--- src/rtl/unused_placeholder_none.sv ---
// intentionally empty helper file
`timescale 1ns/1ps
`default_nettype none
`default_nettype wire

--- src/rtl/idsplit_pkg.sv ---
// package for the instruction/data split address mapper
// assumes a 32-bit apb register bus and one 250 mhz clock
package idsplit_pkg;
  // ***************************************************************
  // register map
  // ***************************************************************
  localparam logic [7:0] split_ctrl_addr = 8'h10;
  localparam logic [7:0] bank0_ctrl_addr = 8'h14;
  localparam logic [7:0] status_addr = 8'h18;
  localparam logic [7:0] split_ctrl_reset = 8'h00;
  localparam logic [7:0] bank0_ctrl_reset = 8'h08;
  localparam logic [5:0] split_ctrl_wmask = 6'h3F;
  // ***************************************************************
  // field positions
  // ***************************************************************
  localparam int split_data_only_bit = 5;
  localparam int force_sram_bit = 4;
  localparam int dseg_a19_bit = 3;
  localparam int dseg_a16_bit = 2;
  localparam int root_a19_bit = 1;
  localparam int root_a16_bit = 0;
  localparam int bank0_wr_inhibit_bit = 3;
  localparam int addr_a16_bit = 16;
  localparam int addr_a19_bit = 19;
  // ***************************************************************
  // segment boundaries (logical) and restart figures
  // ***************************************************************
  localparam logic [15:0] root_top_reset = 16'h6000;
  localparam logic [15:0] dseg_top_reset = 16'hD000;
  localparam logic [7:0] restart_opcode = 8'hFF;
  localparam logic [15:0] restart_vector = 16'h0070;
  localparam logic [15:0] stack_default = 16'h0000;
  localparam logic [19:0] boot_fetch_addr = 20'h00000;
  typedef enum logic [2:0] {
    seg_root = 3'b001,
    seg_data = 3'b010,
    seg_other = 3'b100
  } seg_t;
endpackage

--- src/rtl/idsplit_mapper.sv ---
// instruction/data split mapper with apb registers and boot write inhibit
// assumes cpu presents a registered access request each cycle
//
// Contract
// - control bits 7:6 ignore writes and read as zero
// - bit5 clear: inversions apply to fetches and data alike
// - bit5 set: inversions apply only to data accesses
// - bit4 set holds battery sram select asserted
// - bit3 inverts a19 for data-window accesses before bank choice
// - bit2 inverts a16 for data-window accesses
// - bit1 inverts a19 for root accesses before bank choice
// - bit0 inverts a16 for root accesses
// - root and data window split into separate i and d spaces
// - bank0 control resets with boot write strobe inhibited
// - after reset fetching starts at address zero of boot memory
// - opcode 0xff is decoded as the restart instruction
// - restart goes to fixed vector; default stack at bottom
//
// The APB interface to the registers is this design's own decision.
`timescale 1ns/1ps
`default_nettype none
module idsplit_mapper
  import idsplit_pkg::*;
(
  input wire logic clk,
  input wire logic nrst,
  input wire logic psel,
  input wire logic penable,
  input wire logic pwrite,
  input wire logic [31:0] paddr,
  input wire logic [31:0] pwdata,
  output logic [31:0] prdata,
  output logic pready,
  output logic pslverr,
  input wire logic cpu_req,
  input wire logic cpu_fetch,
  input wire logic cpu_write,
  input wire logic [15:0] cpu_logical,
  input wire logic [19:0] cpu_phys,
  input wire logic [7:0] fetch_opcode,
  output logic [19:0] mem_addr,
  output logic boot_memory_select_n,
  output logic boot_output_strobe_n,
  output logic boot_write_strobe_n,
  output logic battery_sram_select_n,
  output logic restart_take,
  output logic [15:0] restart_target,
  output logic [15:0] restart_stack
);
  import idsplit_pkg::*;
  // ***************************************************************
  // registers
  // ***************************************************************
  logic [5:0] split_ctrl_q;
  logic [7:0] bank0_ctrl_q;
  logic [15:0] stack_q;
  logic boot_q;
  logic fetch_q;
  logic wr_en;
  logic rd_en;
  logic mapped;
  logic [7:0] off;
  assign off = paddr[7:0];
  assign mapped = (paddr[31:8] == 24'h000000) &&
                  (off == split_ctrl_addr || off == bank0_ctrl_addr || off == status_addr);
  assign wr_en = psel && penable && pwrite && mapped;
  assign rd_en = psel && !penable && !pwrite;
  always_ff @(posedge clk)
  begin
    if (!nrst)
      split_ctrl_q <= split_ctrl_reset[5:0];
    else if (wr_en && off == split_ctrl_addr)
      split_ctrl_q <= pwdata[5:0] & split_ctrl_wmask;
  end
  always_ff @(posedge clk)
  begin
    if (!nrst)
      bank0_ctrl_q <= bank0_ctrl_reset;
    else if (wr_en && off == bank0_ctrl_addr)
      bank0_ctrl_q <= pwdata[7:0];
  end
  // ***************************************************************
  // apb slave: one wait-free access phase, setup data registered
  // ***************************************************************
  // ready answers every setup, so a master never stalls on this slave
  always_ff @(posedge clk)
  begin
    if (!nrst)
      pready <= 1'b0;
    else
      pready <= psel && !penable;
  end
  always_ff @(posedge clk)
  begin
    if (!nrst)
      pslverr <= 1'b0;
    else
      pslverr <= psel && !penable && !mapped;
  end
  always_ff @(posedge clk)
  begin
    if (!nrst)
      prdata <= 32'h00000000;
    else if (rd_en)
    begin
      case (off)
        split_ctrl_addr:
        begin
          prdata <= {26'h0, split_ctrl_q};
        end
        bank0_ctrl_addr:
        begin
          prdata <= {24'h0, bank0_ctrl_q};
        end
        status_addr:
        begin
          prdata <= {30'h0, restart_take, boot_q};
        end
        default:
        begin
          prdata <= 32'h00000000;
        end
      endcase
    end
  end
  // ***************************************************************
  // segment classification and inversion
  // ***************************************************************
  function automatic seg_t classify(input logic [15:0] la);
    if (la < root_top_reset)
      return seg_root;
    else if (la < dseg_top_reset)
      return seg_data;
    else
      return seg_other;
  endfunction
  seg_t seg;
  logic [19:0] phys_src;
  logic [19:0] inv_addr;
  assign seg = classify(cpu_logical);
  // first fetch after reset forced to boot address zero
  assign phys_src = boot_q ? boot_fetch_addr : cpu_phys;
  // the boot fetch bypasses every inversion
  seg_t seg_eff;
  assign seg_eff = boot_q ? seg_other : seg;
  addr_invert u_inv (
    .addr_in(phys_src),
    .seg(seg_eff),
    .is_fetch(cpu_fetch),
    .ctrl(split_ctrl_q),
    .addr_out(inv_addr)
  );
  // bank choice uses the inverted a19, so it lands after the inversion
  function automatic logic bank0_sel(input logic [19:0] pa);
    return !pa[addr_a19_bit];
  endfunction
  logic bank0_hit;
  assign bank0_hit = bank0_sel(inv_addr);
  always_ff @(posedge clk)
  begin
    if (!nrst)
      boot_q <= 1'b1;
    else if (cpu_req && cpu_fetch)
      boot_q <= 1'b0;
  end
  // ***************************************************************
  // memory selects and strobes
  // ***************************************************************
  always_ff @(posedge clk)
  begin
    if (!nrst)
      mem_addr <= boot_fetch_addr;
    else
      mem_addr <= inv_addr;
  end
  always_ff @(posedge clk)
  begin
    if (!nrst)
      boot_memory_select_n <= 1'b1;
    else
      boot_memory_select_n <= !(cpu_req && bank0_hit);
  end
  always_ff @(posedge clk)
  begin
    if (!nrst)
      boot_output_strobe_n <= 1'b1;
    else
      boot_output_strobe_n <= !(cpu_req && bank0_hit && !cpu_write);
  end
  // inhibit bit keeps boot flash safe from stray writes
  always_ff @(posedge clk)
  begin
    if (!nrst)
      boot_write_strobe_n <= 1'b1;
    else
      boot_write_strobe_n <= !(cpu_req && bank0_hit && cpu_write &&
                               !bank0_ctrl_q[bank0_wr_inhibit_bit]);
  end
  // forcing the select is only safe when no other memory shares its strobes
  always_ff @(posedge clk)
  begin
    if (!nrst)
      battery_sram_select_n <= 1'b1;
    else
      battery_sram_select_n <= !(split_ctrl_q[force_sram_bit] ||
                                 (cpu_req && !bank0_hit));
  end
  // ***************************************************************
  // restart decode
  // ***************************************************************
  always_ff @(posedge clk)
  begin
    if (!nrst)
      fetch_q <= 1'b0;
    else
      fetch_q <= cpu_req && cpu_fetch;
  end
  // the opcode comes back a cycle after the fetch address goes out
  always_ff @(posedge clk)
  begin
    if (!nrst)
      restart_take <= 1'b0;
    else
      restart_take <= fetch_q && fetch_opcode == restart_opcode;
  end
  always_ff @(posedge clk)
  begin
    if (!nrst)
      restart_target <= restart_vector;
    else
      restart_target <= restart_vector;
  end
  // the stack sits in flash at stack_default; no register write can move it
  always_ff @(posedge clk)
  begin
    if (!nrst)
      stack_q <= stack_default;
    else
      stack_q <= stack_q;
  end
  always_ff @(posedge clk)
  begin
    if (!nrst)
      restart_stack <= stack_default;
    else
      restart_stack <= stack_q;
  end
endmodule // idsplit_mapper
`default_nettype wire

--- src/rtl/addr_invert.sv ---
// combinational inversion of physical address bits 16 and 19
// assumes segment class is already decided by the caller
`timescale 1ns/1ps
`default_nettype none
module addr_invert
  import idsplit_pkg::*;
(
  input wire logic [19:0] addr_in,
  input wire idsplit_pkg::seg_t seg,
  input wire logic is_fetch,
  input wire logic [5:0] ctrl,
  output logic [19:0] addr_out
);
  logic qual;
  logic inv16;
  logic inv19;
  always_comb
  begin
    // data-only mode leaves fetches untouched
    qual = !(ctrl[split_data_only_bit] && is_fetch);
    inv16 = 1'b0;
    inv19 = 1'b0;
    case (seg)
      seg_root:
      begin
        inv16 = qual && ctrl[root_a16_bit];
        inv19 = qual && ctrl[root_a19_bit];
      end
      seg_data:
      begin
        inv16 = qual && ctrl[dseg_a16_bit];
        inv19 = qual && ctrl[dseg_a19_bit];
      end
      default:
      begin
        inv16 = 1'b0;
        inv19 = 1'b0;
      end
    endcase
    addr_out = addr_in;
    addr_out[addr_a16_bit] = addr_in[addr_a16_bit] ^ inv16;
    addr_out[addr_a19_bit] = addr_in[addr_a19_bit] ^ inv19;
  end
endmodule // addr_invert
`default_nettype wire

--- config.mk ---
export PLATFORM = sky130hd
export DESIGN_NAME = idsplit_mapper
export DESIGN_NICKNAME = d
export VERILOG_FILES = /design/src/rtl/unused_placeholder_none.sv /design/src/rtl/idsplit_pkg.sv /design/src/rtl/idsplit_mapper.sv /design/src/rtl/addr_invert.sv
export SDC_FILE = /design/constraint.sdc
export NUM_CORES = 1
export LEC_CHECK = 0
export BUFFER_PORTS_ARGS = -buffer_cell sky130_fd_sc_hd__buf_2
export CELL_PAD_IN_SITES_DETAIL_PLACEMENT = 0
export CELL_PAD_IN_SITES_GLOBAL_PLACEMENT = 2
export CORE_ASPECT_RATIO = 0.7
export CORE_MARGIN = 5
export CORE_UTILIZATION = 18
export CTS_CLUSTER_SIZE = 25
export DETAILED_ROUTE_END_ITERATION = 10
export PLACE_DENSITY = 0.83
export SYNTH_ARGS = -nofsm -noshare
export SYNTH_HDL_FRONTEND = slang
export SYNTH_SLANG_ARGS = --single-unit
--- constraint.sdc ---
create_clock -name clk -period 2 [get_ports clk]
set_input_delay 0.3 -clock clk [delete_from_list [all_inputs] [get_ports clk]]
set_output_delay 0.3 -clock clk [all_outputs]
set_load 0.03 [all_outputs]
==> key figures, run 1 <==
Run status
  • Status: completed

Worst setup path
  • CP max stage cell: or4b_2
  • CP peak stage delay: 0.64 ns
  • Reg2reg setup slack: around 0.22 ns
  • WP data required: between 2 and 2.5 ns
  • Crit start category: register
  • CP endpoint kind: register
  • Data arrival, critical path: ~1.9 ns
  • Crit-path cells: nor3b_1 -> mux2_2 -> nand4bb_1 -> or4b_2
  • Worst Path Class, Setup: register to register
  • CP Capture Point: boot_write_strobe_n
  • Crit. Startpoint: boot_q
  • Reg-to-reg endpoint: boot_write_strobe_n
  • Reg-to-Reg Start: boot_q
  • Max Fanout on Critical Path: 7
  • R2R cell count: 4

Detailed routing
  • WL per Instance: around 12 um
  • Vias: ~2000
  • DRT Pass-1 Iters: 4
  • DRT antenna net count: 0
  • Drt initial violations: 40
  • Vias per inst: between 3 and 4
  • Final wirelength: roughly 6800 um
  • Residual DRC: 0

STA
  • Minimum clock period: 1.78 ns
  • Setup Viol. Count Final: 0
  • Setup ws final: between 0.2 and 0.25 ns
  • Clock Skews: 0.00614 ns
  • Pins Over Slew Limit: 0
  • RSZ-0062 raised after global routing: false
  • Fin. Hold Viols: 0
  • F_max: between 0.5 and 0.6 GHz
  • Fin crit share: between 80% and 90%

Synthesis
  • Synth async-reset ratio: 0%
  • Number of synthesized flops with an enable pin: 0
  • Sequential fraction of the synthesis area: 41.7%
  • Synthesized flop and latch total: 51
  • Mapped Area: 2450 um2
  • Synth Area per Inst: between 9 and 10 um2
  • Yosys Warn Count: 0
  • Cell variety after synth: 36
  • Main synth FF type: dfxtp_1
  • Mapped Cells: 260

GRT
  • Largest net degree at the start of global routing: 26
  • First-pass GRT wire length: 9820 um
  • Grt ovf: 0
  • Antenna violations before repair: 3
  • Vias in the first global route: roughly 2000
  • Tot GR Track Use: 7.83%

Floorplan
  • Die outline area: roughly 16000 um2
  • Core box area: approximately 13000 um2
  • Starting density of the core: between 10% and 20%
  • Die width: 149 um
  • Std cell rows: 35
  • Height of the die: between 100 and 150 um
  • Ports: ~210

Power and ir drop
  • Power per cell area: around 740 nW/um2
  • Tot Pwr: ~2.4 mW
  • P_leak: approximately 1.5 nW
  • Peak VDD IR: between 0.3 and 0.4 mV

Clocking
  • Cts-stage hold buffer count: 0
  • CTS tree: yes
  • H-tree depth: 2
  • Root Driver: clkbuf_16
  • Number of gates resized after cts: 0
  • Reg clk slew, reported paths: around 0.07 ns
  • Clock buffer depth: 2
  • Skew-Pair Late Insertion Delay: approximately 0.29 ns
  • Postcts setup bufs: 0
  • Cts bufs inserted: 5
  • Clk sink count: 51

Cells and area
  • FILL cells: around 1500
  • Area Growth Syn to Fin: 33.2%
  • Share of layout cells above drive strength 1: a little under two fifths
  • # nets final: approximately 500

Placement
  • HPWL after DPL: a little under 6000 um
  • GP Congestion: 0.665
  • # port buffers: roughly 110
  • Placement Setup Slack: -0.0802 ns

Hold path
  • Min-delay src: cpu_phys[11]
  • Type of the tightest min-delay check: primary input to register

Job
  • Max Cap Violations: 0
==> kinds of logic (layout without fill, tap and decap cells) <==
| group | count (synthesis) | after routing | share of synthesized area, % |
|---|---|---|---|
| simple gates | 101 | 101 | 24.7 |
| buf+inv | 66 | 132 | 18.7 |
| flops | 51 | 51 | 41.7 |
| mux | 22 | 22 | 9.24 |
| compound gates | 18 | 18 | 5.36 |
| other cells | 2 | 57 | 0.306 |
==> sequential cells by signal, indices dropped and copies added, names as in the netlist <==
signal,flops
pready,1
prdata,8
mem_addr,20
bank0_ctrl_q,8
pslverr,1
split_ctrl_q,6
boot_write_strobe_n,1
boot_output_strobe_n,1
boot_q,1
restart_take,1
boot_memory_select_n,1
fetch_q,1
battery_sram_select_n,1
==> worst max-delay path, delay by kind of cell (launching register included) <==
kind             cells  cell delay (ns)
flip-flops           1             0.44
multiplexers         1             0.26
AND/OR/NAND/NOR      3             0.95
==> layout by cell type (no fill, tap or decap), types with 3 or more instances in the layout <==
cell and instances:
buf_4 9, a21boi_0 4, a22oi_1 4, nor4_1 7, mux2i_1 17, clkbuf_16 5
nand2_1 30, nor2b_1 8, and2_1 22, nand3_1 3, mux2_2 5, nand2b_1 3
buf_2 114, dfxtp_1 51, conb_1 56, nand4_1 6, nor3b_1 5
==> stage by stage <==
step / utilization, % / instance area (um2) / setup TNS, ns / hold WS (ns) / instances
after global routing: 24.6 / 3260 / 0 / 0.199 / 565
after global placement: 23.2 / 3080 / -0.00715 / 0.440 / 557
after CTS: 24.6 / 3260 / 0 / 0.202 / 565
final: 24.6 / 3260 / 0 / 0.205 / 566
after detailed placement: 23.2 / 3080 / -0.650 / 0.455 / 557
after floorplan: - / 2650 / 0 / 0.404 / 314
==> where the power goes <==
part,leakage [nW],switching (mW),internal [mW]
logic,1.02,0.256,0.107
registers,0.414,0.00683,1.04
clock network,0.0875,0.371,0.629
==> how the worst min path moves through the flow <==
| stage | endpoint | depth (start not counted) |
|---|---|---|
| final | mem_addr[11] | 2 |
| after detailed placement | bank0_ctrl_q[4] | 2 |
| after CTS | mem_addr[11] | 2 |
| after floorplan | boot_output_strobe_n | 1 |
| after global placement | bank0_ctrl_q[5] | 2 |
| after global routing | mem_addr[11] | 2 |
==> cell type report <==
type / instances / area [um2] / share of cell area, %
diodes: 1 / 2.50 / 0.0767
clock buffers: 6 / 139 / 4.25
clock inverters: 2 / 38.8 / 1.19
multi-input cells: 197 / 1170 / 36.0
flip-flops and latches: 51 / 1020 / 31.3
well taps: 185 / 231 / 7.09
repair buffers: 124 / 658 / 20.2
==> synthesized netlist by cell type (all sizes together), types with 4 or more instances <==
| library cell | instances | area share [%] |
|---|---|---|
| a21boi | 4 | 1.2 |
| a22oi | 4 | 1.2 |
| and2 | 22 | 5.6 |
| buf | 57 | 17 |
| clkbuf | 9 | 1.4 |
| dfxtp | 51 | 42 |
| mux2 | 5 | 2.3 |
| mux2i | 17 | 6.9 |
| nand2 | 30 | 4.6 |
| nand4 | 6 | 1.5 |
| nor2b | 8 | 2.0 |
| nor3b | 5 | 1.5 |
| nor4 | 9 | 3.5 |
==> layer usage <==
metal / vias up / part of all wire, % / track usage (%)
li1: 1004 / - / -
met1: 918 / 38 / 8.92
met2: 56 / 52 / 13.9
met3: 13 / 7.5 / 2.53
met4: 6 / 1.3 / 2.55
met5: - / 0.50 / 0
No activity file was read; power rests on OpenSTA's default activity.
==> run 2, diff against run 1 <==
BUFFER_PORTS_ARGS = -buffer_cell sky130_fd_sc_hd__clkbuf_2   (was -buffer_cell sky130_fd_sc_hd__buf_2)
==> key figures, run 2 (synthesized netlist as in run 1, its figures left out) <==
Worst setup path
  • CP endpoint kind: register (unchanged)
  • Worst Path Class, Setup: register to register (unchanged)
  • WP data required: 2.17 ns (was 2.16 ns)
  • Data arrival, critical path: 1.96 ns (was 1.94 ns)
  • R2R cell count: 4 (unchanged)
  • Crit start category: register (unchanged)
  • Max Fanout on Critical Path: 7 (unchanged)

Job
  • Max Cap Violations: 0 (unchanged)

Floorplan
  • Std cell rows: 35 (unchanged)
  • Height of the die: 108 um (unchanged)
  • Starting density of the core: 18.5% (unchanged)
  • Die width: 149 um (unchanged)
  • Ports: 207 (unchanged)
  • Die outline area: 16100 um2 (unchanged)
  • Core box area: 13300 um2 (unchanged)

STA
  • RSZ-0062 raised after global routing: false (unchanged)
  • F_max: 0.558 GHz (was 0.563 GHz)
  • Pins Over Slew Limit: 0 (unchanged)
  • Fin. Hold Viols: 0 (unchanged)
  • Minimum clock period: 1.79 ns (was 1.78 ns)
  • Setup Viol. Count Final: 0 (unchanged)
  • Fin crit share: 89.7% (was 88.9%)
  • Clock Skews: 0.00861 ns (was 0.00614 ns)

Detailed routing
  • DRT Pass-1 Iters: 4 (unchanged)
  • DRT met1 WL: 2590 um (was 2600 um)
  • Drt initial violations: 46 (was 40)
  • Residual DRC: 0 (unchanged)
  • Vias per inst: 3.48 (was 3.53)
  • Met2 WL: 3360 um (was 3560 um)
  • Max Used Layer: met4 (was met5)
  • Final wirelength: 6590 um (was 6800 um)
  • Metal3 WL: 560 um (was 507 um)
  • Vias: 1965 (was 1997)
  • DRT antenna net count: 0 (unchanged)
  • WL per Instance: 11.7 um (was 12.0 um)

Cells and area
  • Most common cell after layout, fill and taps aside: clkbuf_2 (was buf_2)
  • Area Growth Syn to Fin: 32.0% (was 33.2%)
  • Most frequent cells in the layout: clkbuf_2, conb_1, dfxtp_1 (was buf_2, conb_1, dfxtp_1)
  • Biggest register: mem_addr (unchanged)
  • Share of layout cells above drive strength 1: 37.9% (unchanged)
  • Fin cells: 565 (was 566)
  • Design area: 3240 um2 (was 3260 um2)
  • Max reg flops: 20 (unchanged)
  • # diodes: 0 (was 1)
  • # nets final: 495 (unchanged)
  • Final Util: 24.4% (was 24.6%)
  • Largest regs: mem_addr x20, bank0_ctrl_q x8, prdata x8 (unchanged)
  • Sequential cell area: 1020 um2 (unchanged)
  • Multi-input logic area: 1170 um2 (unchanged)
  • FILL cells: 1446 (was 1481)

Clocking
  • H-tree depth: 2 (unchanged)
  • Postcts setup bufs: 0 (unchanged)
  • Cts bufs inserted: 5 (unchanged)
  • CTS tree: yes (unchanged)
  • Clk sink count: 51 (unchanged)
  • Number of gates resized after cts: 0 (unchanged)
  • Reg clk slew, reported paths: 0.07 ns (about the same)
  • Skew-Pair Late Insertion Delay: 0.29 ns (about the same)
  • Cts-stage hold buffer count: 0 (unchanged)
  • Clock buffer depth: 2 (unchanged)
  • Root Driver: clkbuf_16 (unchanged)

Power and ir drop
  • Power per cell area: 705 nW/um2 (was 737 nW/um2)
  • P_leak: 1.51 nW (was 1.52 nW)
  • Peak VDD IR: 0.288 mV (was 0.313 mV)

GRT
  • Vias in the first global route: 1921 (was 1957)
  • Tot GR Track Use: 7.60% (was 7.83%)
  • First-pass GRT wire length: 9600 um (was 9820 um)
  • Antenna violations before repair: 0 (was 3)
  • Grt ovf: 0 (unchanged)
  • Largest net degree at the start of global routing: 26 (unchanged)

Hold path
  • Type of the tightest min-delay check: primary input to register (unchanged)
  • Hold path cells: 2 (unchanged)

Placement
  • Placed insts: 557 (unchanged)
  • HPWL after DPL: 5660 um (was 5800 um)
  • # port buffers: 114 (unchanged)
  • Area after DPL: 3080 um2 (unchanged)
  • GP Congestion: 0.666 (was 0.665)

Run status
  • Status: completed (unchanged)
==> run 2: worst paths after layout <==
check	start	endpoint	slack, ns
setup / recovery	boot_q	boot_write_strobe_n	0.21
hold / removal	cpu_phys[10]	mem_addr[10]	0.20
setup reg to reg	boot_q	boot_write_strobe_n	0.21
hold reg to reg	bank0_ctrl_q[5]	bank0_ctrl_q[5]	0.46
==> run 2: layer usage <==
metal	GRT usage (%)	vias to the layer above
li1	-	1002
met5	0	-
met4	2.55	0
met1	8.77	896
met2	13.2	60
met3	2.57	7
==> run 2: layout make-up <==
class | count | share of cell area, %
multi-input combinational | 197 | 36.3
sequential | 51 | 31.6
timing repair buffer | 124 | 20.3
tap | 185 | 7.15
clock buffer | 5 | 3.87
clock inverter | 3 | 0.812
==> run 2: worst max-delay path, stage by stage (launching register included) <==
cell and delay [ns]:
dfxtp_1 0.46, nor3b_1 0.09, mux2_2 0.26, nand4bb_1 0.21, or4b_2 0.65
==> run 2: power by group <==
group,switching [mW],total [mW],internal (mW)
sequential,0.00799,1.04,1.04
clock,0.402,0.877,0.475
combinational,0.255,0.361,0.107
==> run 2: stage by stage <==
stage	hold slack (ns)	power (mW)	TNS, ns	setup WS (ns)
2_1_floorplan	0.404	1.39	0	0.0462
3_3_place_gp	0.441	1.42	0	0.0115
3_5_place_dp	0.454	1.43	-0.173	-0.0394
4_1_cts	0.194	2.31	0	0.207
5_1_grt	0.190	2.38	0	0.108
6_report	0.197	2.28	0	0.207
==> run 3, diff against run 2 <==
CORE_ASPECT_RATIO = 1.75   (was 0.7)
SLEW_MARGIN = 20   (was not set)
==> key figures, run 3 (synthesized netlist as in run 1, its figures left out) <==
Power and ir drop
  • Switching Fraction: 27.7% (was 29.1%)
  • Gate power share: 15.3% (was 15.8%)
  • Clock power share: 41.4% (was 38.4%)
  • Pint: 1.74 mW (was 1.62 mW)
  • Peak VDD IR: 0.289 mV (was 0.288 mV)
  • Flop pwr share: 43.3% (was 45.7%)
  • P_leak: 1.53 nW (was 1.51 nW)
  • Psw: 0.669 mW (was 0.664 mW)
  • Power per cell area: 740 nW/um2 (was 705 nW/um2)

STA
  • Worst hold margin: 0.197 ns (about the same)
  • F_max: 0.548 GHz (was 0.558 GHz)
  • Setup Viol. Count Final: 0 (unchanged)
  • Pins Over Slew Limit: 0 (unchanged)
  • RSZ-0062 raised after global routing: false (unchanged)
  • Minimum clock period: 1.82 ns (was 1.79 ns)
  • Fin crit share: 91.2% (was 89.7%)
  • Fin. Hold Viols: 0 (unchanged)
  • Clock Skews: 0.00547 ns (was 0.00861 ns)

Cells and area
  • # nets final: 499 (was 495)
  • Final Util: 24.4% (about the same)
  • Most common cell after layout, fill and taps aside: clkbuf_2 (unchanged)
  • Design area: 3260 um2 (was 3240 um2)
  • FILL cells: 1462 (was 1446)
  • Most frequent cells in the layout: clkbuf_2, conb_1, dfxtp_1 (unchanged)
  • Max reg flops: 20 (unchanged)
  • Multi-input logic area: 1170 um2 (unchanged)
  • Sequential cell area: 1020 um2 (unchanged)
  • # diodes: 0 (unchanged)
  • Area Growth Syn to Fin: 33.0% (was 32.0%)
  • Fin cells: 558 (was 565)
  • Biggest register: mem_addr (unchanged)
  • Largest regs: mem_addr x20, bank0_ctrl_q x8, prdata x8 (unchanged)
  • Share of layout cells above drive strength 1: 38.5% (was 37.9%)

GRT
  • Grt ovf: 0 (unchanged)
  • First-pass GRT wire length: 10700 um (was 9600 um)
  • Antenna violations before repair: 0 (unchanged)
  • Largest net degree at the start of global routing: 27 (was 26)
  • Tot GR Track Use: 8.40% (was 7.60%)
  • Vias in the first global route: 2165 (was 1921)

Worst setup path
  • R2R cell count: 4 (unchanged)
  • Worst Path Class, Setup: register to register (unchanged)
  • CP Capture Point: boot_write_strobe_n (unchanged)
  • CP endpoint kind: register (unchanged)
  • Reg-to-reg endpoint: boot_write_strobe_n (unchanged)
  • Crit start category: register (unchanged)
  • Reg-to-Reg Start: boot_q (unchanged)
  • Data arrival, critical path: 1.99 ns (was 1.96 ns)
  • Crit. Startpoint: boot_q (unchanged)
  • Max Fanout on Critical Path: 7 (unchanged)
  • WP data required: 2.16 ns (was 2.17 ns)
  • Reg2reg setup slack: 0.18 ns (was 0.21 ns)

Job
  • Max Cap Violations: 0 (unchanged)

Clocking
  • Postcts setup bufs: 0 (unchanged)
  • Reg clk slew, reported paths: 0.07 ns (about the same)
  • Root Driver: clkbuf_16 (unchanged)
  • H-tree depth: 2 (unchanged)
  • Clock buffer depth: 2 (unchanged)
  • CTS tree: yes (unchanged)
  • Skew-Pair Late Insertion Delay: 0.29 ns (about the same)
  • Clk sink count: 51 (unchanged)
  • Number of gates resized after cts: 0 (unchanged)
  • Cts bufs inserted: 5 (unchanged)
  • Cts-stage hold buffer count: 0 (unchanged)

Detailed routing
  • Vias per inst: 3.71 (was 3.48)
  • DRT antenna net count: 0 (unchanged)
  • Residual DRC: 0 (unchanged)
  • WL per Instance: 12.2 um (was 11.7 um)
  • Vias: 2070 (was 1965)
  • DRT Pass-1 Iters: 4 (unchanged)
  • Drt initial violations: 34 (was 46)
  • Final wirelength: 6810 um (was 6590 um)

Placement
  • # port buffers: 114 (unchanged)
  • Area after DPL: 3090 um2 (was 3080 um2)
  • HPWL after DPL: 5860 um (was 5660 um)
  • Placed insts: 550 (was 557)
  • GP Congestion: 0.753 (was 0.666)

Floorplan
  • Die outline area: 16100 um2 (about the same)
  • Core box area: 13400 um2 (was 13300 um2)
  • Die width: 98.2 um (was 149 um)
  • Ports: 207 (unchanged)
  • Starting density of the core: 18.3% (was 18.5%)
  • Std cell rows: 56 (was 35)
  • Height of the die: 164 um (was 108 um)

Run status
  • Status: completed (unchanged)

Hold path
  • Type of the tightest min-delay check: primary input to register (unchanged)
==> run 3: cell types whose count changed in the layout (fill, tap and decap cells not counted) <==
cell,before,now
buf_12,1,0
buf_4,9,14
bufinv_16,0,1
clkinv_4,1,0
clkinvlp_4,0,1
inv_6,2,1
==> run 3: how the worst min path moves through the flow <==
stage	from	end	slack, ns	cells past startpoint
2_1_floorplan	cpu_write	boot_output_strobe_n	0.40	1
3_3_place_gp	bank0_ctrl_q[4]	bank0_ctrl_q[4]	0.44	2
3_5_place_dp	bank0_ctrl_q[7]	bank0_ctrl_q[7]	0.45	2
4_1_cts	cpu_phys[9]	mem_addr[9]	0.19	2
5_1_grt	cpu_phys[9]	mem_addr[9]	0.20	2
6_report	cpu_phys[9]	mem_addr[9]	0.20	2
==> run 3: worst max-delay path, cell delays in order, from the launching register on <==
cell       delay (ns)
dfxtp_1          0.48
nor3b_1          0.09
mux2_2           0.26
nand4bb_1        0.21
or4b_2           0.66
==> run 3: routing by layer <==
layer  global-route usage [%]  vias up  wire length [um]
li1                         -     1013                 -
met1                     8.40      912              2390
met2                     15.8      138              3430
met3                     3.30        7               892
met4                     2.61        0                92
met5                        0        -                 0
==> run 3: layout make-up <==
class,instances,area share (%)
multi-input cells,197,36.0
flip-flops and latches,51,31.3
repair buffers,128,20.7
well taps,174,6.68
clock buffers,5,3.84
clock inverters,3,1.42
==> run 3: power by group through the flow <==
stage | clock network, mW | registers (mW) | logic (mW)
6_report | 0.997 | 1.04 | 0.370
4_1_cts | 1.04 | 1.04 | 0.372
5_1_grt | 1.07 | 1.05 | 0.401
2_1_floorplan | 0 | 1.10 | 0.292
3_3_place_gp | 0 | 1.07 | 0.369
3_5_place_dp | 0 | 1.07 | 0.371
==> run 3: through the flow <==
stage / setup slack [ns] / setup TNS (ns) / power [mW]
after floorplan: 0.0462 / 0 / 1.39
after detailed placement: -0.0791 / -0.428 / 1.44
final: 0.175 / 0 / 2.41
after global placement: -0.0458 / -0.294 / 1.44
after CTS: 0.155 / 0 / 2.46
after global routing: 0.0961 / 0 / 2.52
